File: src/rsx_defines.svh
// rsx_defines.svh: constants of the rotate/set/skip execution slice
// assumes: included by the datapath modules rsx_alu and rsx_exec by bare name
`ifndef RSX_DEFINES_SVH
`define RSX_DEFINES_SVH

`define RSX_DATA_W 8
`define RSX_PC_W 11
`define RSX_MSB 7
`define RSX_LSB 0
`define RSX_ALL_ONES 8'hFF
`define RSX_ZERO 8'h00
`define RSX_ONE 8'h01
`define RSX_NIB_MSB 3
`define RSX_SKIP_CYCLES 2'h2
`define RSX_ONE_CYCLE 2'h1

`endif

File: src/rsx_pkg.sv
// rsx_pkg.sv: operation codes of the execution slice
// assumes: the decode stage drives one of these codes with each issue strobe
package rsx_pkg;
	typedef enum logic [4:0] {
		RSX_OP_NOP,
		RSX_OP_SUB_EXIT,
		RSX_OP_SUB_EXIT_LIT,
		RSX_OP_IRQ_EXIT,
		RSX_OP_ROTATE_LEFT_MEM,
		RSX_OP_ROTATE_LEFT_TO_WORK,
		RSX_OP_ROTATE_LEFT_CARRY_MEM,
		RSX_OP_ROTATE_LEFT_CARRY_TO_WORK,
		RSX_OP_ROTATE_RIGHT_MEM,
		RSX_OP_ROTATE_RIGHT_TO_WORK,
		RSX_OP_ROTATE_RIGHT_CARRY_MEM,
		RSX_OP_ROTATE_RIGHT_CARRY_TO_WORK,
		RSX_OP_SUB_BORROW_TO_WORK,
		RSX_OP_SUB_BORROW_TO_MEM,
		RSX_OP_DEC_SKIP_ZERO_MEM,
		RSX_OP_DEC_SKIP_ZERO_WORK,
		RSX_OP_FILL_BYTE,
		RSX_OP_FILL_BIT,
		RSX_OP_INC_SKIP_ZERO_MEM,
		RSX_OP_INC_SKIP_ZERO_WORK,
		RSX_OP_BIT_SKIP_NONZERO
	} rsx_op_t;

	typedef enum logic [0:0] {
		RSX_ST_RUN,
		RSX_ST_DUMMY
	} rsx_state_t;
endpackage

File: src/rsx_alu.sv
// rsx_alu.sv: combinational result and flag generator for the slice
// assumes: operands are stable registered values from the same clock
`timescale 1ns/10ps
`include "rsx_defines.svh"

module rsx_alu (
	// operation and operands
	input wire rsx_pkg::rsx_op_t i_op,
	input wire logic [`RSX_DATA_W-1:0] i_mem,
	input wire logic [`RSX_DATA_W-1:0] i_work,
	input wire logic [`RSX_DATA_W-1:0] i_lit,
	input wire logic [2:0] i_bit_sel,
	input wire logic i_carry,
	// results
	output logic [`RSX_DATA_W-1:0] o_result,
	output logic o_carry,
	output logic o_half,
	output logic o_wrap,
	output logic o_zero,
	output logic o_bit_set
);
	logic [`RSX_DATA_W-1:0] bit_mask;
	logic [`RSX_DATA_W:0] sbc_sum;
	logic [`RSX_NIB_MSB+1:0] sbc_low;
	logic [`RSX_DATA_W-1:0] inv_mem;

	assign bit_mask = `RSX_ONE << i_bit_sel;
	assign inv_mem = ~i_mem;
	// subtract as add of the inverted operand, carry acting as not-borrow
	assign sbc_sum = {1'b0, i_work} + {1'b0, inv_mem} + {8'h00, i_carry}; // RL17
	assign sbc_low = {1'b0, i_work[`RSX_NIB_MSB:0]} + {1'b0, inv_mem[`RSX_NIB_MSB:0]}
		+ {4'h0, i_carry};
	assign o_zero = (o_result == `RSX_ZERO);
	assign o_bit_set = |(i_mem & bit_mask); // RL11
	assign o_half = sbc_low[`RSX_NIB_MSB+1];
	assign o_wrap = (i_work[`RSX_MSB] == inv_mem[`RSX_MSB])
		&& (sbc_sum[`RSX_MSB] != i_work[`RSX_MSB]);

	always_comb begin
		o_result = i_mem;
		o_carry = i_carry;
		unique case (i_op)
			rsx_pkg::RSX_OP_SUB_EXIT_LIT: o_result = i_lit;
			rsx_pkg::RSX_OP_ROTATE_LEFT_MEM,
			rsx_pkg::RSX_OP_ROTATE_LEFT_TO_WORK: begin
				o_result = {i_mem[`RSX_MSB-1:0], i_mem[`RSX_MSB]};
			end
			rsx_pkg::RSX_OP_ROTATE_LEFT_CARRY_MEM,
			rsx_pkg::RSX_OP_ROTATE_LEFT_CARRY_TO_WORK: begin
				o_result = {i_mem[`RSX_MSB-1:0], i_carry}; // RL1 RL3
				o_carry = i_mem[`RSX_MSB]; // RL1 RL3
			end
			rsx_pkg::RSX_OP_ROTATE_RIGHT_MEM,
			rsx_pkg::RSX_OP_ROTATE_RIGHT_TO_WORK: begin
				o_result = {i_mem[`RSX_LSB], i_mem[`RSX_MSB:1]}; // RL4 RL5
			end
			rsx_pkg::RSX_OP_ROTATE_RIGHT_CARRY_MEM,
			rsx_pkg::RSX_OP_ROTATE_RIGHT_CARRY_TO_WORK: begin
				o_result = {i_carry, i_mem[`RSX_MSB:1]}; // RL6
				o_carry = i_mem[`RSX_LSB]; // RL6
			end
			rsx_pkg::RSX_OP_SUB_BORROW_TO_WORK,
			rsx_pkg::RSX_OP_SUB_BORROW_TO_MEM: begin
				o_result = sbc_sum[`RSX_DATA_W-1:0];
				o_carry = sbc_sum[`RSX_DATA_W];
			end
			rsx_pkg::RSX_OP_DEC_SKIP_ZERO_MEM,
			rsx_pkg::RSX_OP_DEC_SKIP_ZERO_WORK: o_result = i_mem - `RSX_ONE; // RL16
			rsx_pkg::RSX_OP_FILL_BYTE: o_result = `RSX_ALL_ONES; // RL7
			rsx_pkg::RSX_OP_FILL_BIT: o_result = i_mem | bit_mask; // RL8
			rsx_pkg::RSX_OP_INC_SKIP_ZERO_MEM,
			rsx_pkg::RSX_OP_INC_SKIP_ZERO_WORK: o_result = i_mem + `RSX_ONE; // RL9 RL10
			default: o_result = i_mem;
		endcase
	end
endmodule

File: src/rsx_exec.sv
// rsx_exec.sv: execution slice for returns, rotates, fills, borrow subtract, skips
// assumes: decode issues one instruction per cycle with memory operand already read
`timescale 1ns/10ps
`include "rsx_defines.svh"

// How it works
// RL1: rotate-left-carry: bits up, carry in, bit7 out
// RL2: left-carry to work leaves memory unchanged
// RL3: work variant still updates carry both ways
// RL4: plain rotate right wraps bit0 to bit7
// RL5: right to work writes accumulator, memory kept
// RL6: rotate-right-carry: bit0 out, carry to bit7
// RL7: byte fill writes FFH, flags untouched
// RL8: bit fill forces only selected bit
// RL9: increment memory, skip when result zero
// RL10: increment to work, memory kept, skip zero
// RL11: bit test skips when selected bit set
// RL12: skip discards prefetched next instruction
// RL13: skipping instruction takes two cycles, dummy inserted
// RL14: no skip and no return: single cycle, continue normally
// RL15: returns reload pc; literal loads acc; irq enables
// RL16: decrement skip like increment skip
// RL17: borrow subtract updates four flags, either destination
module rsx_exec #(
	parameter int DATA_W = `RSX_DATA_W,
	parameter int PC_W = `RSX_PC_W
) (
	// clock, reset, enable
	input wire logic i_sys_clk,
	input wire logic i_resetn,
	input wire logic i_clk_en,
	// issue from decode
	input wire logic i_issue,
	input wire rsx_pkg::rsx_op_t i_op,
	input wire logic [DATA_W-1:0] i_mem_data,
	input wire logic [DATA_W-1:0] i_literal,
	input wire logic [2:0] i_bit_sel,
	input wire logic [PC_W-1:0] i_stack_top,
	// issue acceptance
	output logic o_ready,
	// memory write-back
	output logic o_mem_we,
	output logic [DATA_W-1:0] o_mem_wdata,
	// accumulator and flags
	output logic [DATA_W-1:0] o_work,
	output logic o_carry,
	output logic o_half_carry_flag,
	output logic o_signed_wrap_flag,
	output logic o_zero,
	output logic o_global_irq_enable,
	// flow control to fetch
	output logic o_pc_load,
	output logic [PC_W-1:0] o_pc_value,
	output logic o_stack_pop,
	output logic o_flush,
	output logic o_busy
);
	rsx_pkg::rsx_state_t state_ff, nxt_state;
	logic [DATA_W-1:0] work_ff, mem_wdata_ff, alu_result;
	logic carry_ff, half_ff, wrap_ff, zero_ff, gie_ff;
	logic mem_we_ff, pc_load_ff, pop_ff, flush_ff;
	logic [PC_W-1:0] pc_ff;
	logic alu_carry, alu_half, alu_wrap, alu_zero, alu_bit;

	rsx_alu u_alu (
		.i_op(i_op),
		.i_mem(i_mem_data),
		.i_work(work_ff),
		.i_lit(i_literal),
		.i_bit_sel(i_bit_sel),
		.i_carry(carry_ff),
		.o_result(alu_result),
		.o_carry(alu_carry),
		.o_half(alu_half),
		.o_wrap(alu_wrap),
		.o_zero(alu_zero),
		.o_bit_set(alu_bit)
	);

	// ----------------------------------------
	// decode of destination and effects
	// ----------------------------------------
	wire go = i_issue && i_clk_en && (state_ff == rsx_pkg::RSX_ST_RUN);
	wire is_ret = (i_op == rsx_pkg::RSX_OP_SUB_EXIT) || (i_op == rsx_pkg::RSX_OP_SUB_EXIT_LIT)
		|| (i_op == rsx_pkg::RSX_OP_IRQ_EXIT);
	wire is_sbc = (i_op == rsx_pkg::RSX_OP_SUB_BORROW_TO_WORK)
		|| (i_op == rsx_pkg::RSX_OP_SUB_BORROW_TO_MEM);
	wire is_inc_dec = (i_op == rsx_pkg::RSX_OP_INC_SKIP_ZERO_MEM)
		|| (i_op == rsx_pkg::RSX_OP_INC_SKIP_ZERO_WORK)
		|| (i_op == rsx_pkg::RSX_OP_DEC_SKIP_ZERO_MEM)
		|| (i_op == rsx_pkg::RSX_OP_DEC_SKIP_ZERO_WORK);
	wire carry_op = is_sbc
		|| (i_op == rsx_pkg::RSX_OP_ROTATE_LEFT_CARRY_MEM)
		|| (i_op == rsx_pkg::RSX_OP_ROTATE_LEFT_CARRY_TO_WORK)
		|| (i_op == rsx_pkg::RSX_OP_ROTATE_RIGHT_CARRY_MEM)
		|| (i_op == rsx_pkg::RSX_OP_ROTATE_RIGHT_CARRY_TO_WORK); // RL3
	// memory stays untouched by every to-work form
	wire to_work = (i_op == rsx_pkg::RSX_OP_SUB_EXIT_LIT)
		|| (i_op == rsx_pkg::RSX_OP_ROTATE_LEFT_TO_WORK)
		|| (i_op == rsx_pkg::RSX_OP_ROTATE_LEFT_CARRY_TO_WORK)
		|| (i_op == rsx_pkg::RSX_OP_ROTATE_RIGHT_TO_WORK)
		|| (i_op == rsx_pkg::RSX_OP_ROTATE_RIGHT_CARRY_TO_WORK)
		|| (i_op == rsx_pkg::RSX_OP_SUB_BORROW_TO_WORK)
		|| (i_op == rsx_pkg::RSX_OP_INC_SKIP_ZERO_WORK)
		|| (i_op == rsx_pkg::RSX_OP_DEC_SKIP_ZERO_WORK); // RL2 RL5 RL10
	wire to_mem = !to_work && !is_ret && (i_op != rsx_pkg::RSX_OP_NOP)
		&& (i_op != rsx_pkg::RSX_OP_BIT_SKIP_NONZERO); // RL7 RL8 RL9
	wire skip = (is_inc_dec && alu_zero)
		|| ((i_op == rsx_pkg::RSX_OP_BIT_SKIP_NONZERO) && alu_bit); // RL9 RL11 RL16
	// a return also refetches, so it costs the same dummy cycle
	wire two_cycle = skip || is_ret; // RL13 RL14

	always_comb begin
		nxt_state = state_ff;
		unique case (state_ff)
			rsx_pkg::RSX_ST_RUN: if (go && two_cycle) nxt_state = rsx_pkg::RSX_ST_DUMMY;
			rsx_pkg::RSX_ST_DUMMY: if (i_clk_en) nxt_state = rsx_pkg::RSX_ST_RUN; // RL13
		endcase
	end

	// ----------------------------------------
	// state and architectural registers
	// ----------------------------------------
	always_ff @(posedge i_sys_clk or negedge i_resetn) begin
		if (!i_resetn) begin
			state_ff <= rsx_pkg::RSX_ST_RUN;
			work_ff <= `RSX_ZERO;
			{carry_ff, half_ff, wrap_ff, zero_ff, gie_ff} <= 5'h00;
		end else if (i_clk_en) begin
			state_ff <= nxt_state;
			if (go && to_work) work_ff <= alu_result; // RL15
			if (go && carry_op) carry_ff <= alu_carry; // RL1 RL6
			if (go && is_sbc) begin
				half_ff <= alu_half; // RL17
				wrap_ff <= alu_wrap;
				zero_ff <= alu_zero;
			end
			if (go && (i_op == rsx_pkg::RSX_OP_IRQ_EXIT)) gie_ff <= 1'b1; // RL15
		end
	end

	// one-cycle pulses toward memory and fetch
	always_ff @(posedge i_sys_clk or negedge i_resetn) begin
		if (!i_resetn) begin
			{mem_we_ff, pc_load_ff, pop_ff, flush_ff} <= 4'h0;
			mem_wdata_ff <= `RSX_ZERO;
			pc_ff <= '0;
		end else if (i_clk_en) begin
			mem_we_ff <= go && to_mem;
			if (go && to_mem) mem_wdata_ff <= alu_result;
			pc_load_ff <= go && is_ret;
			pop_ff <= go && is_ret;
			if (go && is_ret) pc_ff <= i_stack_top; // RL15
			flush_ff <= go && two_cycle; // RL12
		end
	end

	assign o_ready = (state_ff == rsx_pkg::RSX_ST_RUN);
	assign o_busy = (state_ff == rsx_pkg::RSX_ST_DUMMY);
	assign o_mem_we = mem_we_ff;
	assign o_mem_wdata = mem_wdata_ff;
	assign o_work = work_ff;
	assign o_carry = carry_ff;
	assign o_half_carry_flag = half_ff;
	assign o_signed_wrap_flag = wrap_ff;
	assign o_zero = zero_ff;
	assign o_global_irq_enable = gie_ff;
	assign o_pc_load = pc_load_ff;
	assign o_pc_value = pc_ff;
	assign o_stack_pop = pop_ff;
	assign o_flush = flush_ff;
endmodule

File: config.mk
export PLATFORM = sky130hd
export DESIGN_NAME = rsx_exec
export DESIGN_NICKNAME = d
export VERILOG_FILES = /design/src/rsx_pkg.sv /design/src/rsx_alu.sv /design/src/rsx_exec.sv
export VERILOG_INCLUDE_DIRS = /design/src
export SDC_FILE = /design/constraint.sdc
export NUM_CORES = 1
export LEC_CHECK = 0
export BUFFER_PORTS_ARGS = -buffer_cell sky130_fd_sc_hd__buf_2
export CAP_MARGIN = 25
export CORE_MARGIN = 4
export CORE_UTILIZATION = 60
export CTS_BUF_LIST = sky130_fd_sc_hd__clkbuf_8
export CTS_CLUSTER_SIZE = 8
export DETAILED_ROUTE_END_ITERATION = 10
export PLACE_DENSITY = 0.91
export SYNTH_ARGS = -nofsm -noshare
export SYNTH_HDL_FRONTEND = slang
export SYNTH_SLANG_ARGS = --single-unit
File: constraint.sdc
create_clock -name i_sys_clk -period 5.1 [get_ports i_sys_clk]
set_input_delay 0.765 -clock i_sys_clk [delete_from_list [all_inputs] [get_ports i_sys_clk]]
set_output_delay 0.765 -clock i_sys_clk [all_outputs]
set_load 0.01 [all_outputs]
==> results.md <==
* Status: complete, no violations
* Final Hold Violating Endpoints at 0
* Nets at 470
* Post-CTS Resized at 0
* Critical Path Fanout Max at 27
* Routed vias at 3233
* Worst R2R Setup Slack at 1980 ps
* Hold path cells at 1
* Setup TNS at 0 ps
* Critical path class: in2reg
* Inserted Diodes at 0
* Worst Tran Pin Value at 943.6 ps
* Post-Syn Area at 3020 um2
* First-pass GRT wire length at 15.53 mm
* Antenna-violating nets left at 0
* Post-DP Area at 3366 um2
* Worst path arrival time at 3540 ps
* Skew final at 5.345 ps
* P_leak at 1.546 nW
* Final Setup Violations at 0
* Sequential area share after synthesis at 0.2983
* Worst Reg-to-Reg Cells at 11
* Routability cong. at 1.017
* Critical-path top delay cell: nor4_1
* Hold_sp: o_global_irq_enable$_DFFE_PN0P_
* Most frequent cells in the layout: 76 x buf_2, 36 x dfrtp_1, 33 x nand2_1
* DRC viols at 0
* Synth Net Count at 413
* Crit share post-route at 0.6522
* I/O pins at 77
* # fillers at 388
* # port buffers at 76
* FF-to-FF Start: o_carry$_DFFE_PN0P_
* MaxCap Viol Count at 0
* CTS tree: done
* Synth Instances at 364
* Clk Latency, worst-skew pair at 290 ps
* Yosys reg bits at 36
* Largest net degree at the start of global routing at 37
* Yosys warns at 0
* RSZ-0062 raised after global routing: false
* FF+latch area at 900.9 um2
* Reg2reg end: o_busy$_DFFE_PN0P_
* Worst path top cell family by delay: simple AND/OR/NAND/NOR gates
* CTS Root Cell: clkbuf_8
* Die width at 78.95 um
* Post-CTS Repair Setup Buffers at 0
* CP peak stage delay at 490 ps
* Max-slew headroom at 0.3686
* 1st-pass router iterations at 5
* Layout cells sized above 1 at 0.2796
* Site Rows at 25
* Ys flop type: dfrtp_1
* CTS sink cnt at 36
* H-tree depth at 2
* WL/cell at 19.85 um
* Crit path time final at 3326 ps
* Worst setup path endpoint: o_busy$_DFFE_PN0P_
* Multi-input gate area at 1918 um2
* Routed WL at 9.706 mm
* Synth cell types at 64
* Crit path buf inv count at 1
* Total GRT Usage at 0.3213
* Pwr dens at 325.1 nW/um2
* Max Root-Sink Buffers at 2
* Worst Path Required at 5310 ps
* Most frequent CP cell: o21ai_0
* TritonCTS buffer count at 5
* Die area at 6233 um2
* Peak Freq at 300.6 MHz
* Cts hold-fix bufs at 0
* Vias in the first global route at 3056
* Via-to-Cell Ratio at 6.611
* Async SR Flop Fraction at 1.000
* CP Launch Point: i_op[1]
* Slew Limit Fails at 0
* Peak VDD IR at 276.3 uV
* Die Y at 78.95 um
* Core region area at 4786 um2
* DRT iter0 DRCs at 360
* Area grow syn2layout at 14.54%
* Power Total at 1.125 mW
* Grt ovf at 0
* Startpoint types: input pin
* DP HPWL at 7.213 mm
* Crit-path cells: buf_2 -> and4bb_2 -> xnor2_1 -> ha_1 -> and2_1 -> o21ai_0 -> a21oi_1 -> nor4_1 -> o211ai_1 -> nor4_2 -> a41oi_1 -> o21ai_0
* Commonest non-fill, non-tap cell in the layout: buf_2
* Critical path depth at 12
* EDFF count, synth at 0
* Worst setup EP type: register
* Initial core utilization at 0.6311
* Post-synthesis area per instance at 8.298 um2
* Final core occ at 0.7229
* Clk slew on worst S/H paths at 70 ps
* Initial antenna violation count at 0
* Final Cell Area at 3460 um2
* Min-Delay Path Class: reg2reg
## worst min-delay path by stage
stage	slack, ps	end
2_1_floorplan	470	o_busy$_DFFE_PN0P_
3_3_place_gp	450	o_global_irq_enable$_DFFE_PN0P_
3_5_place_dp	450	o_global_irq_enable$_DFFE_PN0P_
4_1_cts	470	o_global_irq_enable$_DFFE_PN0P_
5_1_grt	490	o_global_irq_enable$_DFFE_PN0P_
6_report	470	o_global_irq_enable$_DFFE_PN0P_
## routing by layer
layer / GRT usage / share of wire / vias up
met2: 0.5059 / 0.46 / 212
met4: 0.1598 / 0.043 / 0
met1: 0.4298 / 0.41 / 1519
met3: 0.05215 / 0.090 / 43
met5: 0 / 0 / -
li1: - / - / 1459
## synthesized netlist by cell type (all sizes together), types with 3 or more instances
library cell | instances | area (um2)
dfrtp | 36 | 900.9
nand2 | 33 | 123.9
o21ai | 27 | 135.1
nor2 | 24 | 90.09
mux2 | 23 | 259.0
a21oi | 22 | 110.1
inv | 20 | 75.07
clkbuf | 15 | 56.30
nor3 | 14 | 70.07
buf | 12 | 70.06
nand3 | 12 | 60.06
nand2b | 9 | 56.30
nor2b | 9 | 56.30
ha | 8 | 100.1
o22ai | 7 | 43.79
a221oi | 5 | 43.79
nand4 | 5 | 31.28
nor3b | 5 | 37.54
o211ai | 5 | 42.54
mux2i | 4 | 40.04
nor4 | 4 | 31.28
a31oi | 3 | 18.77
nand3b | 3 | 22.52
o21a | 3 | 22.52
o31a | 3 | 26.28
o31ai | 3 | 22.52
o32a | 3 | 30.03
or2 | 3 | 18.77
or3 | 3 | 23.77
## cell families (layout without fill, tap and decap cells)
logic type      Yosys count  count (layout)  share of synthesized area
fa+ha+maj                10              10                    0.04640
mux                      29              29                     0.1139
xor+xnor                  4               4                    0.01160
flops                    36              36                     0.2983
buf+inv                  47             105                    0.06669
simple gates            136             136                     0.2394
compound gates          102             102                     0.2237
## final cells by class
class	instances	area share
clock buffers	6	0.02387
clock inverters	2	0.003255
inverters	20	0.02170
multi-input cells	281	0.5544
flip-flops and latches	36	0.2604
well taps	67	0.02423
repair buffers	77	0.1121
## registers in the layout (all words and copies together), names as in the netlist
| name | flops |
|---|---|
| o_carry | 1 |
| o_pc_value | 11 |
| o_flush | 1 |
| o_mem_wdata | 8 |
| o_zero | 1 |
| o_mem_we | 1 |
| o_stack_pop | 1 |
| o_global_irq_enable | 1 |
| o_half_carry_flag | 1 |
| o_work | 8 |
| o_signed_wrap_flag | 1 |
| o_busy | 1 |
## metrics by stage
stage | hold slack, ps | instances | worst slack [ps]
2_1_floorplan | 469.4 | 364 | 2111
5_1_grt | 493.7 | 489 | 1421
6_report | 468.9 | 489 | 1774
4_1_cts | 466.8 | 489 | 1804
3_3_place_gp | 447.8 | 481 | 1612
3_5_place_dp | 452.7 | 481 | 1498
## power by group
part	switching [mW]	leakage [nW]	internal, mW
sequential	0.0501	0.450	0.357
combinational	0.288	1.05	0.217
clock	0.105	0.0486	0.108
## worst reg2reg max path: cells and delay by family (launching register included)
| family | cells | cell delay, ps |
|---|---|---|
| DFF | 1 | 470 |
| AOI/OAI and AO/OA | 5 | 740 |
| and+or+nand+nor | 3 | 760 |
| buffers and inverters | 1 | 110 |
| adders and majority gates | 2 | 950 |
No activity file was read; power rests on OpenSTA's default activity.
